===== config.mk =====
export PLATFORM = sky130hd
export DESIGN_NAME = sct_tx
export DESIGN_NICKNAME = d
export VERILOG_FILES = /design/src/sct_pkg.sv /design/src/sct_tx.sv
export SDC_FILE = /design/constraint.sdc
export NUM_CORES = 1
export LEC_CHECK = 0
export BUFFER_PORTS_ARGS = -buffer_cell sky130_fd_sc_hd__buf_2
export CORE_MARGIN = 4
export CORE_UTILIZATION = 60
export DETAILED_ROUTE_END_ITERATION = 8
export HOLD_SLACK_MARGIN = 0.02
export PLACE_DENSITY = 0.79
export REMOVE_ABC_BUFFERS = 1
export SLEW_MARGIN = 20
export SYNTH_ARGS = -nofsm -noshare
export SYNTH_HDL_FRONTEND = slang
export SYNTH_SLANG_ARGS = --single-unit
export TNS_END_PERCENT = 50

===== constraint.sdc =====
create_clock -name i_clk -period 4.1 [get_ports i_clk]
set_input_delay 0.615 -clock i_clk [delete_from_list [all_inputs] [get_ports i_clk]]
set_output_delay 0.615 -clock i_clk [all_outputs]
set_load 0.1 [all_outputs]

===== src/sct_pkg.sv =====
// Package of constants for the synchronous character transmitter
package sct_pkg;
	// ----------------------------------------
	// Character format
	// ----------------------------------------
	localparam int unsigned BUS_W = 8;
	localparam logic [3:0] LEN_BASE = 4'h5;
	localparam logic [7:0] SYNC_RESET = 8'h00;
	localparam logic [7:0] DATA_RESET = 8'h00;
	// ----------------------------------------
	// Timing
	// ----------------------------------------
	localparam int unsigned CLK_MHZ = 200;
	localparam int unsigned MAX_BAUD_K = 250;
	localparam int unsigned MIN_BIT_CYC = (CLK_MHZ * 1000) / MAX_BAUD_K;
	// ----------------------------------------
	// Serializer states
	// ----------------------------------------
	typedef enum logic [0:0] {
		SCT_IDLE = 1'b0,
		SCT_SEND = 1'b1
	} sct_state_t;
endpackage


===== src/sct_tx.sv =====
// Synchronous character transmitter: sync fill, double buffer, serializer
`timescale 1ns/1ps
// Notes on behaviour
// - Buffer-empty high when both buffer entries free
// - Send whole character; data only after strobe
// - No data strobe: send sync character
// - Sync-sent high when sync character loaded
// - Sync-sent low when data character loaded
// - Length, parity, sync characters set independently
// - Transmit clock independent of receiver clock
// - Buffer holds two while another shifts
// - Sync-sent generated internally
// - Bit rates up to 250K baud
// - One bit per transmit clock rising edge
// - Data strobe loads buffer, sync strobe sync
// - Length code LL5 LH6 HL7 HH8
// - Omit parity high; else odd low, even high
module sct_tx
	import sct_pkg::*;
(
	input wire logic i_clk,
	input wire logic i_rstn,
	input wire logic i_tx_bit_clock,
	input wire logic [BUS_W-1:0] i_parallel_in_bus,
	input wire logic i_tx_data_load_strobe,
	input wire logic i_tx_sync_load_strobe,
	input wire logic i_word_len_sel_lo,
	input wire logic i_word_len_sel_hi,
	input wire logic i_parity_omit,
	input wire logic i_parity_odd_even_sel,
	output logic o_tx_buffer_empty,
	output logic o_tx_serial_out,
	output logic o_sync_char_sent
);
	// ----------------------------------------
	// Helpers
	// ----------------------------------------
	function automatic logic [3:0] char_bits(input logic hi, input logic lo, input logic omit);
		logic [3:0] n;
		n = LEN_BASE + {2'b00, hi, lo};
		char_bits = omit ? n : n + 4'h1;
	endfunction

	function automatic logic par_bit(input logic [7:0] d, input logic [3:0] len, input logic even);
		logic [7:0] m;
		m = 8'hff >> (4'h8 - len);
		par_bit = ^(d & m) ^ ~even;
	endfunction

	// ----------------------------------------
	// Input synchronisers
	// ----------------------------------------
	logic [1:0] tck_sync_reg;
	logic [1:0] dstb_sync_reg;
	logic [1:0] sstb_sync_reg;
	logic [3:0] cfg_s1_reg;
	logic [3:0] cfg_reg;
	logic [BUS_W-1:0] bus_s1_reg;
	logic [BUS_W-1:0] bus_reg;
	logic tck_prev_reg;
	logic dstb_prev_reg;
	logic sstb_prev_reg;
	always_ff @(posedge i_clk or negedge i_rstn) begin
		if (!i_rstn) begin
			tck_sync_reg <= 2'h0;
			dstb_sync_reg <= 2'h0;
			sstb_sync_reg <= 2'h0;
			cfg_s1_reg <= 4'h0;
			cfg_reg <= 4'h0;
			bus_s1_reg <= 8'h00;
			bus_reg <= 8'h00;
			tck_prev_reg <= 1'b0;
			dstb_prev_reg <= 1'b0;
			sstb_prev_reg <= 1'b0;
		end else begin
			tck_sync_reg <= {tck_sync_reg[0], i_tx_bit_clock};
			dstb_sync_reg <= {dstb_sync_reg[0], i_tx_data_load_strobe};
			sstb_sync_reg <= {sstb_sync_reg[0], i_tx_sync_load_strobe};
			cfg_s1_reg <= {i_word_len_sel_hi, i_word_len_sel_lo, i_parity_omit,
				i_parity_odd_even_sel};
			cfg_reg <= cfg_s1_reg;
			bus_s1_reg <= i_parallel_in_bus;
			bus_reg <= bus_s1_reg;
			tck_prev_reg <= tck_sync_reg[1];
			dstb_prev_reg <= dstb_sync_reg[1];
			sstb_prev_reg <= sstb_sync_reg[1];
		end
	end

	logic bit_tick;
	logic data_stb;
	logic sync_stb;
	assign bit_tick = tck_sync_reg[1] & ~tck_prev_reg;
	assign data_stb = dstb_sync_reg[1] & ~dstb_prev_reg;
	assign sync_stb = sstb_sync_reg[1] & ~sstb_prev_reg;

	// ----------------------------------------
	// Sync register and two-entry data buffer
	// ----------------------------------------
	logic [BUS_W-1:0] sync_char_reg;
	logic [BUS_W-1:0] buf_mem [2];
	logic wr_ptr_reg;
	logic rd_ptr_reg;
	logic [1:0] count_reg;
	logic buf_in_ready;
	logic buf_out_valid;
	logic take;
	assign buf_in_ready = count_reg != 2'h2;
	assign buf_out_valid = count_reg != 2'h0;

	always_ff @(posedge i_clk or negedge i_rstn) begin
		if (!i_rstn) begin
			sync_char_reg <= SYNC_RESET;
		end else if (sync_stb) begin
			sync_char_reg <= bus_reg;
		end
	end

	always_ff @(posedge i_clk or negedge i_rstn) begin
		if (!i_rstn) begin
			buf_mem[0] <= DATA_RESET;
			buf_mem[1] <= DATA_RESET;
			wr_ptr_reg <= 1'b0;
			rd_ptr_reg <= 1'b0;
			count_reg <= 2'h0;
		end else begin
			if (data_stb && buf_in_ready) begin
				buf_mem[wr_ptr_reg] <= bus_reg;
				wr_ptr_reg <= ~wr_ptr_reg;
			end
			if (take) begin
				rd_ptr_reg <= ~rd_ptr_reg;
			end
			count_reg <= count_reg + {1'b0, data_stb && buf_in_ready} - {1'b0, take};
		end
	end

	assign o_tx_buffer_empty = count_reg == 2'h0;

	// ----------------------------------------
	// Serializer
	// ----------------------------------------
	sct_state_t state_reg;
	logic [8:0] shift_reg;
	logic [3:0] bits_left_reg;
	logic char_end;
	logic [3:0] nbits;
	logic [3:0] dlen;
	assign dlen = LEN_BASE + {2'b00, cfg_reg[3], cfg_reg[2]};
	assign nbits = char_bits(cfg_reg[3], cfg_reg[2], cfg_reg[1]);
	assign char_end = bit_tick && (state_reg == SCT_IDLE || bits_left_reg == 4'h1);
	assign take = char_end && buf_out_valid;

	// Next character and its parity slot
	logic [7:0] next_char;
	logic [8:0] load_word;
	assign next_char = take ? buf_mem[rd_ptr_reg] : sync_char_reg;
	always_comb begin
		load_word = {1'b0, next_char};
		load_word[dlen] = par_bit(next_char, dlen, cfg_reg[0]);
	end

	always_ff @(posedge i_clk or negedge i_rstn) begin
		if (!i_rstn) begin
			state_reg <= SCT_IDLE;
			shift_reg <= 9'h1ff;
			bits_left_reg <= 4'h0;
			o_sync_char_sent <= 1'b0;
		end else if (char_end) begin
			state_reg <= SCT_SEND;
			bits_left_reg <= nbits;
			shift_reg <= load_word;
			o_sync_char_sent <= ~take;
		end else if (bit_tick) begin
			shift_reg <= {1'b1, shift_reg[8:1]};
			bits_left_reg <= bits_left_reg - 4'h1;
		end
	end

	always_ff @(posedge i_clk or negedge i_rstn) begin
		if (!i_rstn) begin
			o_tx_serial_out <= 1'b1;
		end else if (char_end) begin
			o_tx_serial_out <= next_char[0];
		end else if (bit_tick) begin
			o_tx_serial_out <= shift_reg[1];
		end
	end

	// ----------------------------------------
	// Checks
	// ----------------------------------------
	AST_SYNC_WHEN_NO_DATA: assert property (@(posedge i_clk) disable iff (!i_rstn)
		(char_end && !buf_out_valid) |=> o_sync_char_sent)
		else $error("sync fill not flagged");
	AST_DATA_CLEARS_SYNC: assert property (@(posedge i_clk) disable iff (!i_rstn)
		take |=> !o_sync_char_sent)
		else $error("data char left sync flag set");
	AST_EMPTY_FALLS: assert property (@(posedge i_clk) disable iff (!i_rstn)
		(data_stb && o_tx_buffer_empty && !take) |=> !o_tx_buffer_empty)
		else $error("empty flag did not fall on strobe");
	AST_NO_TAKE_MIDCHAR: assert property (@(posedge i_clk) disable iff (!i_rstn)
		(bit_tick && state_reg == SCT_SEND && bits_left_reg > 4'h1) |-> !take)
		else $error("buffer taken mid character");
	AST_BIT_COUNT: assert property (@(posedge i_clk) disable iff (!i_rstn)
		char_end |=> bits_left_reg == $past(nbits))
		else $error("character length wrong");
	AST_OUT_ON_TICK: assert property (@(posedge i_clk) disable iff (!i_rstn)
		!bit_tick |=> $stable(o_tx_serial_out))
		else $error("serial out moved without clock edge");
	AST_EMPTY_RISES: assert property (@(posedge i_clk) disable iff (!i_rstn)
		(take && count_reg == 2'h1 && !data_stb) |=> o_tx_buffer_empty)
		else $error("empty flag did not rise on last transfer");
	AST_SHIFT_LSB: assert property (@(posedge i_clk) disable iff (!i_rstn)
		(bit_tick && !char_end) |=> o_tx_serial_out == $past(shift_reg[1]))
		else $error("bit order wrong");
	AST_SYNC_LOAD: assert property (@(posedge i_clk) disable iff (!i_rstn)
		sync_stb |=> sync_char_reg == $past(bus_reg))
		else $error("sync character not loaded");
	AST_FULL_DROPS: assert property (@(posedge i_clk) disable iff (!i_rstn)
		(data_stb && !buf_in_ready && !take) |=> count_reg == 2'h2)
		else $error("strobe into full buffer changed fill");
endmodule // sct_tx


# --- Yosys cells after proc, flatten, opt, wreduce, memory -nomap -nowiden ---
# Cells that the tools add are included.
op_classes:
  muxes: 17
  shifts: 1
  magnitude_cmp: 5
  bitwise: 15
  n_reduce_logical: 10
  n_eq_ne: 2
  n_addsub: 6
op_table:
  columns: ["cell", "count"]
  rows:
  - ["8-bit 2-to-1 mux", 5]
  - ["9-bit 2-to-1 mux", 2]
  - ["16-bit bitwise mux", 1]
  - ["4-bit 2-to-1 mux", 3]
  - ["9-bit bitwise mux", 1]
  - ["8-bit bitwise AND", 1]
  - ["8-bit demux with 1-bit select", 1]
  - ["1-bit inverter", 8]
  - ["8-bit parity", 1]
  - ["8-bit by 4-bit right shift with 8-bit output (first input constant)", 1]
  - ["1-bit logical AND", 5]
  - ["4-bit by 5-bit less-than comparator with 1-bit output (second input constant)", 1]
  - ["3-bit by 2-bit adder with 4-bit output (first input constant)", 1]
  - ["4-bit by 1-bit adder with 4-bit output (second input constant)", 1]
  - ["1-bit demux with 4-bit select", 1]
  - ["4-bit by 1-bit equality test with 1-bit output (second input constant)", 1]
  - ["2-bit greater-or-equal comparator (second input constant)", 2]
  - ["4-bit by 1-bit greater-or-equal comparator with 1-bit output (second input constant)", 1]
  - ["1-bit inverter with 2-bit output", 2]
  - ["2-bit nonzero test", 2]
  - ["4-bit by 1-bit subtractor with 4-bit output (second input constant)", 1]
  - ["4-bit subtractor (first input constant)", 1]
  - ["1-bit bitwise AND", 3]
  - ["1-bit 2-to-1 mux", 3]
  - ["other kinds (7)", 7]
totals:
  out_inout_bits: 3
  inputBits: 17
  word_cells: 77
  reg_bits: 77

# --- Longest topological paths before layout ---
depth:
  ltp_word: 10
  depth_mapped: 9
  mapped_depth_nobuf: 9

# --- Worst setup path after synthesis ---
# No wires, ideal clock.
synth_path:
  path_type: "register to register"
  start: "reg bits_left_reg[1]"
  end: "reg shift_reg[5]"
  period_less_slack_ns: 2.313
  n_path_buf: 0
  setup_ns: 0.101
  path_stages_with_launch: 10
  arrival_time_ns: 2.212
  t_required_ns: 3.999
  setup_slack_ns: 1.787
  cell_sequence: "dfrtp_1 inv_1 ha_1 or3b_4 a211oi_4 mux2i_1 xnor2_2 xnor2_1 xnor2_1 a41oi_1"
synth_between:
  elab_chain_cells: 10
  elab_cells_between_ends: 11
  classes_between: "1 x eq/ne; 3 x mux; 2 x bitwise; 5 x reduce/logical"
synth_rtl:
  columns: ["element", "line_no", "text"]
  rows:
  - ["start: declaration", "sct_tx.sv:145", "logic [3:0] bits_left_reg;"]
  - ["start signal: assignment", "sct_tx.sv:171", "bits_left_reg <= nbits;"]
  - ["start signal: assignment", "sct_tx.sv:176", "bits_left_reg <= bits_left_reg - 4'h1;"]
  - ["4-bit by 1-bit equality test with 1-bit output *", "sct_tx.sv:151", "assign char_end = bit_tick && (state_reg == SCT_IDLE || bits_left_reg == 4'h1);"]
  - ["1-bit logical OR *", "sct_tx.sv:151", null]
  - ["1-bit logical AND *", "sct_tx.sv:151", null]
  - ["1-bit logical AND", "sct_tx.sv:152", "assign take = char_end && buf_out_valid;"]
  - ["8-bit 2-to-1 mux", "sct_tx.sv:157", "assign next_char = take ? buf_mem[rd_ptr_reg] : sync_char_reg;"]
  - ["8-bit bitwise AND", "sct_tx.sv:47", "par_bit = ^(d & m) ^ ~even;"]
  - ["8-bit parity", "sct_tx.sv:47", null]
  - ["1-bit XOR", "sct_tx.sv:47", null]
  - ["9-bit bitwise mux", "sct_tx.sv:160", "load_word[dlen] = par_bit(next_char, dlen, cfg_reg[0]);"]
  - ["9-bit 2-to-1 mux", "sct_tx.sv:169", "end else if (char_end) begin"]
  - ["end signal: assignment", "sct_tx.sv:172", "shift_reg <= load_word;"]
  - ["end signal: assignment", "sct_tx.sv:175", "shift_reg <= {1'b1, shift_reg[8:1]};"]
  - ["end: declaration", "sct_tx.sv:144", "logic [8:0] shift_reg;"]
# Mark *: on every way between the ends. The rest lies on a longest branch, timed or not.
# A chain may end at the register's enable or synchronous reset.

# --- Final worst setup path ---
# Ends and elaborated chain as after synthesis.

==> results.py <==
metrics = {
    "setup_path": {
        "worst-path-buf-inv": 1,
        "crit_path_end_kind": "register",
        "max_stage_delay_ns": 0.41,
        "crit_chain": "inv_1 -> ha_1 -> or3b_4 -> a211oi_4 -> mux2i_1 -> xnor2_2 -> xnor2_1 -> xnor2_1 -> a41oi_1",
        "critical_path.top_delay_family": "XOR/XNOR gates",
        "crit_fanout": 6,
        "rrSetupSlack_ns": 1.51,
        "r2r-end": "shift_reg[5]",
        "worst_path_most_repeated_cell": "xnor2_1",
        "required_ns": 4.36,
        "rr_worst_depth": 9,
        "slowest_stage": "or3b_4",
        "startpoint_type": "register",
        "path_class": "reg -> reg",
        "rr_startpoint": "bits_left_reg[1]",
        "arrival_ns": 2.85,
    },
    "cts": {
        "clkTransAtPathRegs_ns": 0.08,
        "cts_tree": "done",
        "cts_buffer_depth": 2,
        "clock_sinks": 76,
        "post_cts_buffers": 0,
        "root_buffer": "clkbuf_8",
        "cts-buffers-inserted": 9,
        "hold_buffers": 0,
        "htreeDepth": 3,
        "post_cts_resized": 0,
        "clock_latency_ns": 0.35,
    },
    "sta": {
        "finalHoldViolCount": 0,
        "relSlewSlack": 0.396,
        "clock_skew_ns": 0.00900,
        "final.min_clock_period_ns": 2.59,
        "fin_crit_sh": 0.632,
        "setup_violations": 0,
        "finalSetupTns_ns": 0,
        "report.final.slew_viol_count": 0,
        "rsz0062_at_grt": "false",
        "setup_ws_ns": 1.51,
        "worstMarginPinSlew_ns": 0.906,
        "fmax_mhz": 386,
    },
    "global_route": {
        "grt_pass1_vias": 1928,
        "grt_pass1_wl_um": 9020,
        "antenna_found_initial": 0,
        "grt_overflow_total": 0,
        "grt_start_max_net_pins": 77,
        "grt_util_all_layers": 0.188,
    },
    "synth": {
        "avgSynthCellArea_um2": 12.5,
        "synth-simple-area-share": 0.0711,
        "synth_top_family_by_area": "multiplexers",
        "yosys.area_share.adder": 0.0425,
        "muxShareOfSynthArea": 0.118,
        "synth_edf_count": 0,
        "yosys_warnings": 0,
        "synth-main-ff-cell": "dfrtp_1",
        "syn-instance-count": 259,
        "synth_seq_area_share": 0.591,
        "synthArstFlopShare": 1.00,
        "yosys.cell_types.count": 34,
        "ys_seq_elements": 76,
        "synth_area_mm2": 0.00324,
        "synth_compound_area_frac": 0.0870,
        "synth_xor_area_frac": 0.0700,
    },
    "power_and_ir_drop": {
        "switchingPower_mw": 0.861,
        "leakage_nw": 1.59,
        "p_int_mw": 1.60,
        "seqPwrFrac": 0.454,
        "swShare": 0.349,
        "p_comb_frac": 0.313,
        "p_clk_frac": 0.233,
        "peakVddDrop_v": 0.000415,
        "power_density_mw_per_mm2": 686,
    },
    "place": {
        "dpl_worst_slack_ns": 1.52,
        "gp_congestion": 0.851,
        "numPortBuffers": 19,
        "dp_hpwl_um": 3540,
    },
    "die": {
        "ios": 20,
        "fp.dieArea_mm2": 0.00663,
        "die_y_um": 81.5,
        "die_w_um": 81.5,
        "start_util": 0.626,
        "rows": 26,
        "core_area_mm2": 0.00517,
    },
    "status": {
        "status": "finished, final reports clean",
    },
    "route": {
        "avgRoutedWirePerCell_um": 14.7,
        "drt-total-wl_um": 5240,
        "ant_nets": 0,
        "vias": 1918,
        "first_pass_iters": 4,
        "drc": 0,
        "drt_first_iter_violations": 55,
        "vias_per_cell": 5.39,
    },
    "run": {
        "drv_cap": 0,
    },
    "final_layout": {
        "final_common_cell": "dfrtp_1",
        "diodes": 0,
        "drive_gt1_frac": 0.259,
        "largest_register_ffs": 16,
        "largest_register": "buf_mem",
        "fin_nets": 309,
        "area_delta_synth_final_pct": 11.1,
        "n_fill_cell": 369,
        "layout_common_cells": "dfrtp_1, mux2_2, o21ai_0, buf_2",
        "postLayoutCoreUtil": 0.695,
    },
    "worst_hold_path": {
        "hp-class": "reg -> reg",
        "min_from": "cfg_s1_reg[1]",
        "min_path_cells": 0,
        "worstHoldEndpoint": "cfg_reg[1]",
    },
}
[cells in the mapped netlist, types with 2 or more instances]
cell | n | area, um^2
a211oi_1 | 5 | 37.5
a21oi_1 | 10 | 50.1
a31oi_1 | 2 | 12.5
a41oi_1 | 2 | 17.5
buf_2 | 2 | 10.0
clkbuf_1 | 7 | 26.3
dfrtp_1 | 67 | 1680
dfstp_2 | 9 | 236
ha_1 | 11 | 138
inv_1 | 7 | 26.3
mux2_2 | 25 | 282
mux2i_1 | 10 | 100
nand2_1 | 17 | 63.8
nand2b_1 | 4 | 25.0
nand3_1 | 2 | 10.0
nor2_1 | 17 | 63.8
nor2b_1 | 4 | 25.0
nor3_1 | 2 | 10.0
o211ai_1 | 2 | 15.0
o21ai_0 | 18 | 90.1
xnor2_1 | 16 | 140
xor2_1 | 8 | 70.1
[power groups by stage]
| stage | Clock [mW] | Sequential [mW] | Combinational (mW) |
|---|---|---|---|
| after floorplan | 0 | 1.16 | 0.570 |
| after global placement | 0 | 1.12 | 0.747 |
| after detailed placement | 0 | 1.13 | 0.773 |
| after CTS | 0.588 | 1.12 | 0.780 |
| after global routing | 0.617 | 1.15 | 0.855 |
| final | 0.575 | 1.12 | 0.772 |
[per-layer routing]
layer | wire length, um | up-vias | GRT usage
met1 | 2560 | 939 | 0.250
met5 | 0 | - | 0
met2 | 2290 | 37 | 0.268
met4 | 119 | 0 | 0.0946
met3 | 272 | 13 | 0.0724
li1 | - | 929 | -
[logic make-up (layout without fill, tap and decap cells)]
logic type | after synthesis | count (layout)
AND/OR/NAND/NOR | 50 | 50
XOR/XNOR | 25 | 25
flip-flops | 76 | 76
buffers and inverters | 17 | 44
adder cells (fa/ha/maj) | 11 | 11
multiplexers | 35 | 35
AO/OA/AOI/OAI | 45 | 45
[worst reg2reg max path, stage by stage, from the launching register on]
cell	delay [ns]
dfrtp_1	0.38
inv_1	0.10
ha_1	0.16
or3b_4	0.41
a211oi_4	0.39
mux2i_1	0.32
xnor2_2	0.14
xnor2_1	0.09
xnor2_1	0.34
a41oi_1	0.17
[per-stage QoR]
| stage | instance area (um^2) | std cells | total power, mW | hold slack, ns |
|---|---|---|---|---|
| CTS | 3600 | 356 | 2.49 | 0.349 |
| floorplan | 3200 | 250 | 1.73 | 0.319 |
| finish | 3600 | 356 | 2.47 | 0.345 |
| global placement | 3390 | 340 | 1.87 | 0.331 |
| global route | 3600 | 356 | 2.62 | 0.336 |
| detailed placement | 3390 | 340 | 1.91 | 0.335 |
[worst max path at each step]
stage | startpoint | to | cells after the start | slack [ns]
after global placement | bits_left_reg[1] | shift_reg[7] | 9 | 1.66
after floorplan | count_reg[1] | shift_reg[5] | 8 | 1.68
after CTS | bits_left_reg[1] | shift_reg[5] | 9 | 1.50
after global routing | bits_left_reg[1] | shift_reg[5] | 9 | 1.32
final | bits_left_reg[1] | shift_reg[5] | 9 | 1.51
after detailed placement | bits_left_reg[1] | shift_reg[5] | 9 | 1.52
[area by class of cell]
cell class / count / area, um^2 / area share
clock buffers: 11 / 141 / 0.0393
clock inverters: 5 / 61.3 / 0.0170
inverters: 8 / 30.0 / 0.00835
multi-input cells: 166 / 1260 / 0.350
flip-flops and latches: 76 / 1910 / 0.532
well taps: 70 / 87.6 / 0.0244
repair buffers: 20 / 105 / 0.0292
Note: power is estimated with default switching activity, not from simulation.
